### src/hdl/cbd_pkg.sv
// constants, register map and helpers for the cell balance driver control
// assumes a 100 MHz clock and a 32-bit AXI4-Lite register bus
package cbd_pkg;
    // register indices; byte address is four times the index
    localparam logic [5:0] CBD_IDX_CFG_FIRST = 6'h0c;
    localparam logic [5:0] CBD_IDX_CFG_LAST = 6'h19;
    localparam logic [5:0] CBD_IDX_OPEN = 6'h1a;
    localparam logic [5:0] CBD_IDX_SHORT = 6'h1b;
    localparam logic [5:0] CBD_IDX_STATE = 6'h1c;
    localparam logic [5:0] CBD_IDX_CTRL = 6'h30;
    localparam logic [5:0] CBD_IDX_IRQ_STAT = 6'h31;
    localparam logic [5:0] CBD_IDX_IRQ_MASK = 6'h32;
    localparam int CBD_ADDR_W = 8;
    // field positions
    localparam int CBD_CFG_EN_BIT = 9;
    localparam int CBD_DUR_W = 9;
    localparam int CBD_CTRL_DRV_EN_BIT = 0;
    localparam int CBD_CTRL_ALL_OFF_BIT = 1;
    localparam int CBD_EV_OPEN = 0;
    localparam int CBD_EV_SHORT = 1;
    localparam int CBD_EV_DONE = 2;
    localparam int CBD_EV_W = 3;
    // values after reset
    localparam logic [15:0] CBD_RST_REG = 16'h0000;
    localparam logic [1:0] CBD_RST_CTRL = 2'h0;
    // timing
    localparam int CBD_CLK_PERIOD_NS = 10;
    localparam int CBD_NS_PER_SECOND = 1000000000;
    localparam int CBD_SEC_CYCLES = CBD_NS_PER_SECOND / CBD_CLK_PERIOD_NS;
    localparam int CBD_HALF_MINUTE_S = 30;
    localparam int CBD_SECONDS_PER_MINUTE = 60;
    localparam int CBD_SEC_W = 15;
    // axi responses
    localparam logic [1:0] CBD_RESP_OKAY = 2'h0;
    localparam logic [1:0] CBD_RESP_SLVERR = 2'h2;

    // true for every index that the register file answers
    function automatic logic cbd_mapped(input logic [5:0] idx);
        cbd_mapped = (idx >= CBD_IDX_CFG_FIRST && idx <= CBD_IDX_STATE) ||
                     (idx >= CBD_IDX_CTRL && idx <= CBD_IDX_IRQ_MASK);
    endfunction

    // balancing time in seconds for a duration code
    function automatic logic [CBD_SEC_W-1:0] cbd_limit_s(input logic [CBD_DUR_W-1:0] dur);
        if (dur == '0)
            cbd_limit_s = CBD_SEC_W'(CBD_HALF_MINUTE_S);
        else
            cbd_limit_s = CBD_SEC_W'(dur) * CBD_SEC_W'(CBD_SECONDS_PER_MINUTE);
    endfunction
endpackage

### src/hdl/cbd_chan_if.sv
// command and status signals between the register file and one channel timer
// assumes both ends sit in the same clock domain
`timescale 1ns/10ps
interface cbd_chan_if;
    logic start;
    logic stop;
    logic [cbd_pkg::CBD_DUR_W-1:0] dur;
    logic running;
    logic expired;
    modport ctrl (output start, output stop, output dur, input running, input expired);
    modport timer (input start, input stop, input dur, output running, output expired);
endinterface

### src/hdl/cbd_chan_timer.sv
// one balancing channel: on/off state and its duration timer
// assumes start and stop are one-cycle pulses from the register file
`timescale 1ns/10ps
module cbd_chan_timer #(
    parameter int SEC_CYCLES = cbd_pkg::CBD_SEC_CYCLES
) (
    // clock and reset
    input wire logic clock_i,
    input wire logic sys_rst_i,
    // control from the register file
    cbd_chan_if.timer ch
);
    import cbd_pkg::*;
    localparam int CW = (SEC_CYCLES > 1) ? $clog2(SEC_CYCLES) : 1;

    logic running_q;
    logic expired_q;
    logic [CW-1:0] cyc_q;
    logic [CBD_SEC_W-1:0] sec_q;
    logic tick;
    logic done;

    assign tick = (cyc_q == CW'(SEC_CYCLES - 1));
    // compare with >= so a shortened duration mid-run still ends the run
    assign done = running_q && tick && ((sec_q + 1'b1) >= cbd_limit_s(ch.dur));

    // state and counters; stop beats start so a short wins while the all-off option is clear
    always_ff @(posedge clock_i)
    begin
        if (sys_rst_i)
        begin
            running_q <= 1'b0;
            expired_q <= 1'b0;
            cyc_q <= '0;
            sec_q <= '0;
        end
        else
        begin
            expired_q <= 1'b0;
            if (ch.stop)
                running_q <= 1'b0;
            else if (ch.start)
            begin
                running_q <= 1'b1;
                cyc_q <= '0;
                sec_q <= '0;
            end
            else if (done)
            begin
                running_q <= 1'b0;
                expired_q <= 1'b1;
            end
            else if (running_q)
            begin
                cyc_q <= tick ? '0 : cyc_q + 1'b1;
                sec_q <= tick ? sec_q + 1'b1 : sec_q;
            end
        end
    end

    assign ch.running = running_q;
    assign ch.expired = expired_q;
endmodule

### src/hdl/cbd_balance_ctrl.sv
// register file and fault handling for the passive cell balancing drivers
// assumes an AXI4-Lite master on the same clock and fault detectors
// that pulse or hold their detect lines synchronous to clock_i
//
// Implementation choice: register access over AXI4-Lite.
`timescale 1ns/10ps
module cbd_balance_ctrl #(
    parameter int NUM_CH = 6,
    parameter int SEC_CYCLES = cbd_pkg::CBD_SEC_CYCLES
) (
    // clock and reset
    input wire logic clock_i,
    input wire logic sys_rst_i,
    // axi4-lite write channels
    input wire logic [cbd_pkg::CBD_ADDR_W-1:0] s_axi_awaddr_i,
    input wire logic s_axi_awvalid_i,
    output logic s_axi_awready_o,
    input wire logic [31:0] s_axi_wdata_i,
    input wire logic [3:0] s_axi_wstrb_i,
    input wire logic s_axi_wvalid_i,
    output logic s_axi_wready_o,
    output logic [1:0] s_axi_bresp_o,
    output logic s_axi_bvalid_o,
    input wire logic s_axi_bready_i,
    // axi4-lite read channels
    input wire logic [cbd_pkg::CBD_ADDR_W-1:0] s_axi_araddr_i,
    input wire logic s_axi_arvalid_i,
    output logic s_axi_arready_o,
    output logic [31:0] s_axi_rdata_o,
    output logic [1:0] s_axi_rresp_o,
    output logic s_axi_rvalid_o,
    input wire logic s_axi_rready_i,
    // fault detectors
    input wire logic [NUM_CH-1:0] open_load_detect_i,
    input wire logic [NUM_CH-1:0] short_detect_i,
    // drivers and interrupt
    output logic [NUM_CH-1:0] balance_driver_on_o,
    output logic irq_o
);
    import cbd_pkg::*;

    logic awready_q, wready_q, aw_full_q, w_full_q, bvalid_q;
    logic [1:0] bresp_q;
    logic [5:0] aw_idx_q;
    logic [15:0] wdata_q;
    logic [15:0] wmask_q;
    logic arready_q, rvalid_q;
    logic [1:0] rresp_q;
    logic [15:0] rdata_q;
    logic wr_en;
    logic [5:0] ar_idx;
    logic [15:0] rd_word;
    logic [CBD_DUR_W-1:0] dur_q [NUM_CH];
    logic [NUM_CH-1:0] open_flags_q, short_flags_q, on_q;
    logic [NUM_CH-1:0] clr_open, clr_short, kill, start_vec, stop_vec, run_vec, exp_vec;
    logic drv_en_q, all_off_q;
    logic [CBD_EV_W-1:0] irq_stat_q, irq_mask_q, ev_set, ev_clr;
    logic irq_q;

    // write address and data are taken independently, executed together
    assign wr_en = aw_full_q && w_full_q && !bvalid_q;

    always_ff @(posedge clock_i)
    begin
        if (sys_rst_i)
        begin
            awready_q <= 1'b1;
            aw_full_q <= 1'b0;
            aw_idx_q <= '0;
        end
        else
        begin
            if (s_axi_awvalid_i && awready_q)
            begin
                awready_q <= 1'b0;
                aw_full_q <= 1'b1;
                aw_idx_q <= s_axi_awaddr_i[7:2];
            end
            if (wr_en)
                aw_full_q <= 1'b0;
            if (bvalid_q && s_axi_bready_i)
                awready_q <= 1'b1;
        end
    end

    always_ff @(posedge clock_i)
    begin
        if (sys_rst_i)
        begin
            wready_q <= 1'b1;
            w_full_q <= 1'b0;
            wdata_q <= '0;
            wmask_q <= '0;
        end
        else
        begin
            if (s_axi_wvalid_i && wready_q)
            begin
                wready_q <= 1'b0;
                w_full_q <= 1'b1;
                wdata_q <= s_axi_wdata_i[15:0];
                wmask_q <= {{8{s_axi_wstrb_i[1]}}, {8{s_axi_wstrb_i[0]}}};
            end
            if (wr_en)
                w_full_q <= 1'b0;
            if (bvalid_q && s_axi_bready_i)
                wready_q <= 1'b1;
        end
    end

    // write response; unmapped offsets answer slverr and change nothing
    always_ff @(posedge clock_i)
    begin
        if (sys_rst_i)
        begin
            bvalid_q <= 1'b0;
            bresp_q <= CBD_RESP_OKAY;
        end
        else if (wr_en)
        begin
            bvalid_q <= 1'b1;
            bresp_q <= cbd_mapped(aw_idx_q) ? CBD_RESP_OKAY : CBD_RESP_SLVERR;
        end
        else if (bvalid_q && s_axi_bready_i)
            bvalid_q <= 1'b0;
    end

    // per-channel commands; with the all-off option clear, a short in the same cycle overrides a start
    always_comb
    begin
        kill = all_off_q ? '0 : short_detect_i;
        for (int i = 0; i < NUM_CH; i++)
        begin
            start_vec[i] = 1'b0;
            stop_vec[i] = kill[i];
            if (wr_en && wmask_q[CBD_CFG_EN_BIT] && aw_idx_q == CBD_IDX_CFG_FIRST + 6'(i))
            begin
                start_vec[i] = wdata_q[CBD_CFG_EN_BIT] && !kill[i];
                stop_vec[i] = kill[i] || !wdata_q[CBD_CFG_EN_BIT];
            end
        end
    end

    // duration fields, byte lanes honoured
    always_ff @(posedge clock_i)
    begin
        for (int i = 0; i < NUM_CH; i++)
        begin
            if (sys_rst_i)
                dur_q[i] <= CBD_RST_REG[CBD_DUR_W-1:0];
            else if (wr_en && aw_idx_q == CBD_IDX_CFG_FIRST + 6'(i))
                dur_q[i] <= (wdata_q[CBD_DUR_W-1:0] & wmask_q[CBD_DUR_W-1:0]) |
                            (dur_q[i] & ~wmask_q[CBD_DUR_W-1:0]);
        end
    end

    // channel timers
    for (genvar g = 0; g < NUM_CH; g++)
    begin : g_ch
        cbd_chan_if ch_if();
        assign ch_if.start = start_vec[g];
        assign ch_if.stop = stop_vec[g];
        assign ch_if.dur = dur_q[g];
        assign run_vec[g] = ch_if.running;
        assign exp_vec[g] = ch_if.expired;
        cbd_chan_timer #(.SEC_CYCLES(SEC_CYCLES)) u_timer (
            .clock_i(clock_i),
            .sys_rst_i(sys_rst_i),
            .ch(ch_if)
        );
    end

    // fault flags: write zero clears, unstrobed lanes keep, a new detect wins
    assign clr_open = (wr_en && aw_idx_q == CBD_IDX_OPEN) ?
                      (~wdata_q[NUM_CH-1:0] & wmask_q[NUM_CH-1:0]) : '0;
    assign clr_short = (wr_en && aw_idx_q == CBD_IDX_SHORT) ?
                       (~wdata_q[NUM_CH-1:0] & wmask_q[NUM_CH-1:0]) : '0;

    always_ff @(posedge clock_i)
    begin
        if (sys_rst_i)
        begin
            open_flags_q <= '0;
            short_flags_q <= '0;
        end
        else
        begin
            open_flags_q <= (open_flags_q & ~clr_open) | open_load_detect_i;
            short_flags_q <= (short_flags_q & ~clr_short) | short_detect_i;
        end
    end

    // global drive enable and the all-off option
    always_ff @(posedge clock_i)
    begin
        if (sys_rst_i)
        begin
            drv_en_q <= CBD_RST_CTRL[CBD_CTRL_DRV_EN_BIT];
            all_off_q <= CBD_RST_CTRL[CBD_CTRL_ALL_OFF_BIT];
        end
        else
        begin
            if (wr_en && aw_idx_q == CBD_IDX_CTRL && wmask_q[0])
            begin
                drv_en_q <= wdata_q[CBD_CTRL_DRV_EN_BIT];
                all_off_q <= wdata_q[CBD_CTRL_ALL_OFF_BIT];
            end
            // safety first: with the all-off option set, a short beats a software enable in the same cycle
            if (all_off_q && |short_detect_i)
                drv_en_q <= 1'b0;
        end
    end

    // driver outputs are registered so they never glitch on decode
    always_ff @(posedge clock_i)
    begin
        if (sys_rst_i)
            on_q <= '0;
        else
            on_q <= run_vec & {NUM_CH{drv_en_q}};
    end

    // interrupt status: write one clears, a new event wins
    assign ev_set = {|exp_vec, |short_detect_i, |open_load_detect_i};
    assign ev_clr = (wr_en && aw_idx_q == CBD_IDX_IRQ_STAT) ?
                    (wdata_q[CBD_EV_W-1:0] & wmask_q[CBD_EV_W-1:0]) : '0;

    always_ff @(posedge clock_i)
    begin
        if (sys_rst_i)
        begin
            irq_stat_q <= '0;
            irq_mask_q <= '0;
            irq_q <= 1'b0;
        end
        else
        begin
            irq_stat_q <= (irq_stat_q & ~ev_clr) | ev_set;
            if (wr_en && aw_idx_q == CBD_IDX_IRQ_MASK && wmask_q[0])
                irq_mask_q <= wdata_q[CBD_EV_W-1:0];
            irq_q <= |(irq_stat_q & irq_mask_q);
        end
    end

    // read decode; channels beyond NUM_CH in the config range read zero
    assign ar_idx = s_axi_araddr_i[7:2];
    always_comb
    begin
        rd_word = CBD_RST_REG;
        if (ar_idx >= CBD_IDX_CFG_FIRST && ar_idx <= CBD_IDX_CFG_LAST)
        begin
            for (int i = 0; i < NUM_CH; i++)
                if (ar_idx == CBD_IDX_CFG_FIRST + 6'(i))
                    rd_word = {6'h00, on_q[i], dur_q[i]};
        end
        else
        begin
            case (ar_idx)
                CBD_IDX_OPEN: rd_word[NUM_CH-1:0] = open_flags_q;
                CBD_IDX_SHORT: rd_word[NUM_CH-1:0] = short_flags_q;
                CBD_IDX_STATE: rd_word[NUM_CH-1:0] = on_q;
                CBD_IDX_CTRL: rd_word[1:0] = {all_off_q, drv_en_q};
                CBD_IDX_IRQ_STAT: rd_word[CBD_EV_W-1:0] = irq_stat_q;
                CBD_IDX_IRQ_MASK: rd_word[CBD_EV_W-1:0] = irq_mask_q;
                default: rd_word = CBD_RST_REG;
            endcase
        end
    end

    // read channel: one cycle from address to data
    always_ff @(posedge clock_i)
    begin
        if (sys_rst_i)
        begin
            arready_q <= 1'b1;
            rvalid_q <= 1'b0;
            rdata_q <= '0;
            rresp_q <= CBD_RESP_OKAY;
        end
        else if (s_axi_arvalid_i && arready_q)
        begin
            arready_q <= 1'b0;
            rvalid_q <= 1'b1;
            rdata_q <= rd_word;
            rresp_q <= cbd_mapped(ar_idx) ? CBD_RESP_OKAY : CBD_RESP_SLVERR;
        end
        else if (rvalid_q && s_axi_rready_i)
        begin
            arready_q <= 1'b1;
            rvalid_q <= 1'b0;
        end
    end

    assign s_axi_awready_o = awready_q;
    assign s_axi_wready_o = wready_q;
    assign s_axi_bvalid_o = bvalid_q;
    assign s_axi_bresp_o = bresp_q;
    assign s_axi_arready_o = arready_q;
    assign s_axi_rvalid_o = rvalid_q;
    assign s_axi_rresp_o = rresp_q;
    assign s_axi_rdata_o = {16'h0000, rdata_q};
    assign balance_driver_on_o = on_q;
    assign irq_o = irq_q;
endmodule

### config.mk
export PLATFORM = sky130hd
export DESIGN_NAME = cbd_balance_ctrl
export DESIGN_NICKNAME = d
export VERILOG_FILES = /design/src/hdl/cbd_pkg.sv /design/src/hdl/cbd_chan_if.sv /design/src/hdl/cbd_chan_timer.sv /design/src/hdl/cbd_balance_ctrl.sv
export SDC_FILE = /design/constraint.sdc
export NUM_CORES = 1
export LEC_CHECK = 0
export BUFFER_PORTS_ARGS = -buffer_cell sky130_fd_sc_hd__buf_2
export CAP_MARGIN = 5
export CORE_ASPECT_RATIO = 0.75
export CORE_MARGIN = 4
export CORE_UTILIZATION = 55
export DETAILED_ROUTE_END_ITERATION = 6
export PLACE_DENSITY = 0.77
export RECOVER_POWER = 50
export SYNTH_ARGS = -nofsm -noshare
export SYNTH_HDL_FRONTEND = slang
export SYNTH_SLANG_ARGS = --single-unit
### constraint.sdc
create_clock -name clock_i -period 7.35 [get_ports clock_i]
set_clock_uncertainty 0.2 [all_clocks]
set_input_delay 0.735 -clock clock_i [delete_from_list [all_inputs] [get_ports clock_i]]
set_output_delay 0.735 -clock clock_i [all_outputs]
set_load 0.05 [all_outputs]
==> impl_metrics.toml <==
[cts]
cts_tree = "built"
clock_sinks = 382
clockBufferDepth = 3
clk_pin_slew_ps = 60
post_cts_buffers = 0
ctsResizeCount = 0
htreeDepth = 2
holdBufCountCts = 0
cts-root-buf = "clkbuf_16"
insertion_delay_ps = 570
cts_buffers = 42

[cells_and_area]
area_growth_pct = 7.481
final_util = 0.5984
drive_above_1_share = 0.04606
layoutNonFillerInstCount = 3956
fin_nets = 3645

[routing]
viasPerCell = 6.027
wl_um = 70280
initialDrtViolationCount = 1994
firstDrtPassIters = 7
remaining_drc_errors = 0
num_vias = 23841
post_drt_wl_per_cell_um = 17.77
antenna_left = 0

[yosys]
synth-compound-area-share = 0.1546
postSynthRegisterBits = 382
synth-simple-area-share = 0.2460
syn_area_um2 = 27160
synth.avg_cell_area_um2 = 8.339
synth_edf_count = 54
synth_xor_area_frac = 0.06836
synth.area.mux_share = 0.01216
ys_types = 95
netlist_instances = 3257
synthAdderAreaFrac = 0.1658
synth_top_family_by_area = "simple AND/OR/NAND/NOR gates"
yosysWarnings = 0
synth-async-reset-ratio = 0
synth-seq-area-share = 0.3015
ys.flop_type = "dfxtp_1"

[global_route]
grt_use_met2 = 0.4136
antenna_found_initial = 8
busiest_layer = "met2"
grt_pass1_vias = 23193
grt_max_degree = 106
grt_pass1_wl_um = 115800
gr-usage-met3 = 0.05747
grt_usage = 0.2584
grt_use_met1 = 0.3431
gr-total-overflow = 0

[critical_path]
critPathCaptureType = "register"
arrival_ps = 6900
r2r_slack_ps = 740
cp-start-kind = "register"
crit_chain = "inv_1, fa_1, fa_1, inv_1, ha_1, a21o_1, a211oi_1, nor2_1, nor4_1, o31ai_1, xor2_1, nand2_1, ha_1, o21ai_0, nor2_1, a2111o_1, o21ai_0, o21ai_2, or4_1, a21oi_1"
criticalPathCategory = "reg2reg"
cp.required_ps = 7640
max_stage_delay_ps = 720
critPathMaxFanout = 24
cp_slowest_cell = "o21ai_0"

[pwr]
pwr_density_cell_nw_per_um2 = 177.8
clockPowerShare = 0.410
comb_power_share = 0.168
switching_share = 0.2806
total_power_mw = 5.190
p_switching_mw = 1.456
power.internal_mw = 3.734
p_leak_nw = 11.85
pwr-share-seq = 0.421
ir_worst_vdd_v = 0.0001394

[sta]
grt_setup_unrepaired = "false"
setup-violations-final = 0
min_period_ps = 6609
hold_viol_final = 0
tns_ps = 0
worst_pin_slew_ps = 4848
finalCritPeriodShare = 0.8992
fmax_ghz = 0.1513
slew_violations = 117
relSlewSlack = -2.232

[place]
hpwl_um = 52370
dp.cells = 3872
gp_congestion = 0.9449
portBuffers = 66

[die]
die_x_um = 264.6
io-pin-count = 119
die_area_um2 = 53040
die_y_um = 200.5
num_rows = 70
fp.coreArea_um2 = 48780
start_util = 0.5568

[run_status]
violations = "max-capacitance violations, max-slew violations"
status = "finished with violations"

[run]
maxCapViolations = 2

[worst_hold_path]
hp-class = "in2reg"
[metrics by stage]
step                      setup WS (ps)  area (um^2)  hold slack [ps]
after global routing              325.0        29190            152.6
after CTS                          1126        29250            139.2
after floorplan                    2143        27250            227.5
after detailed placement           1161        27870            253.0
after global placement             1337        27870            237.7
final                             740.8        29190            176.8
[final timing paths]
path             startpoint                        end  depth (start not counted)
max             dur_q[4][2]  g_ch[4].u_timer.cyc_q[14]                         20
min          s_axi_wvalid_i             s_axi_wready_o                          2
max reg2reg     dur_q[4][2]  g_ch[4].u_timer.cyc_q[14]                         20
min reg2reg      wdata_q[6]                 wdata_q[6]                          2
[flip-flops by register name, summed over array words and instances (netlist names), 2 cells and up]
name                     count
g_ch.u_timer.cyc_q         162
balance_driver_on_o          6
open_flags_q                 6
short_flags_q                6
irq_mask_q                   3
rdata_q                     10
g_ch.u_timer.ch.expired      6
wdata_q                     10
g_ch.u_timer.sec_q          90
aw_idx_q                     6
wmask_q                      2
dur_q                       54
irq_stat_q                   3
g_ch.u_timer.ch.running      6
[layout make-up]
cell class / instances / area [um^2]
Tap cell: 648 / 810.8
Timing Repair Buffer: 79 / 385.4
Inverter: 205 / 769.5
Antenna cell: 8 / 20.02
Clock inverter: 11 / 81.33
Multi-Input combinational cell: 2558 / 17650
Sequential cell: 382 / 8188
Fill cell: 4264 / 19590
Clock buffer: 65 / 1292
[per-layer routing]
metal | part of all wire | vias up
met3 | 0.077 | 141
met2 | 0.45 | 849
met5 | 0 | -
met4 | 0.031 | 0
met1 | 0.44 | 11345
li1 | - | 11506
[synth_stat cells (37+ instances only)]
library cell	count	area share
o21ai_0	178	0.033
xor2_1	113	0.036
nand2_1	363	0.050
inv_1	205	0.028
nand4_1	41	0.0094
nand2b_1	49	0.011
fa_1	90	0.066
clkbuf_1	89	0.012
and3_1	51	0.012
or3_1	70	0.016
dfxtp_1	328	0.24
ha_1	216	0.10
o211ai_1	37	0.010
a21oi_1	197	0.036
xnor2_1	99	0.032
nor2b_1	69	0.016
nand3_1	132	0.024
nor2_1	285	0.039
edfxtp_1	54	0.060
nor3_1	84	0.015
[layout by cell type, fill, tap and decap left out, drive strengths merged, types with 15 or more instances in the layout]
cell type and n:
clkbuf 93, a21o 30, nand2 364, buf 51, and2 28, nor3 85, or4 23, nand2b 49
mux2i 24, a21oi 197, and3 51, o211ai 38, and4 21, a211oi 22, nor4 29, nand4 41
edfxtp 54, or3 70, nand3 132, xor2 113, a31oi 19, o31ai 18, ha 216, o21ai 185
a311oi 16, fa 90, nor2 285, o21a 21, conb 24, dfxtp 328, inv 206, a222oi 15
xnor2 99, or2 24, nor2b 69
[power groups by stage]
| stage | combinational, mW | clock [mW] | sequential, mW |
|---|---|---|---|
| floorplan | 0.671 | 0 | 2.23 |
| global placement | 0.823 | 0 | 2.23 |
| detailed placement | 0.863 | 0 | 2.23 |
| CTS | 0.872 | 2.17 | 2.19 |
| global route | 0.997 | 2.26 | 2.19 |
| finish | 0.874 | 2.13 | 2.19 |
[kinds of logic (layout without fill, tap and decap cells)]
group,count (synthesis),in the layout
AND/OR/NAND/NOR,1328,1328
AO/OA/AOI/OAI,659,659
flip-flops,382,382
buffers and inverters,340,360
adder cells (fa/ha/maj),306,306
XOR/XNOR,212,212
multiplexers,29,29
other,1,32
[critical path: cells and delay by family, from the launching register on]
kind,cells,cell delay [ps]
compound gates,8,2510
xor+xnor,1,160
simple gates,5,1250
fa+ha+maj,4,1650
buf+inv,2,210
flops,1,540
No activity file was read; power rests on OpenSTA's default activity.
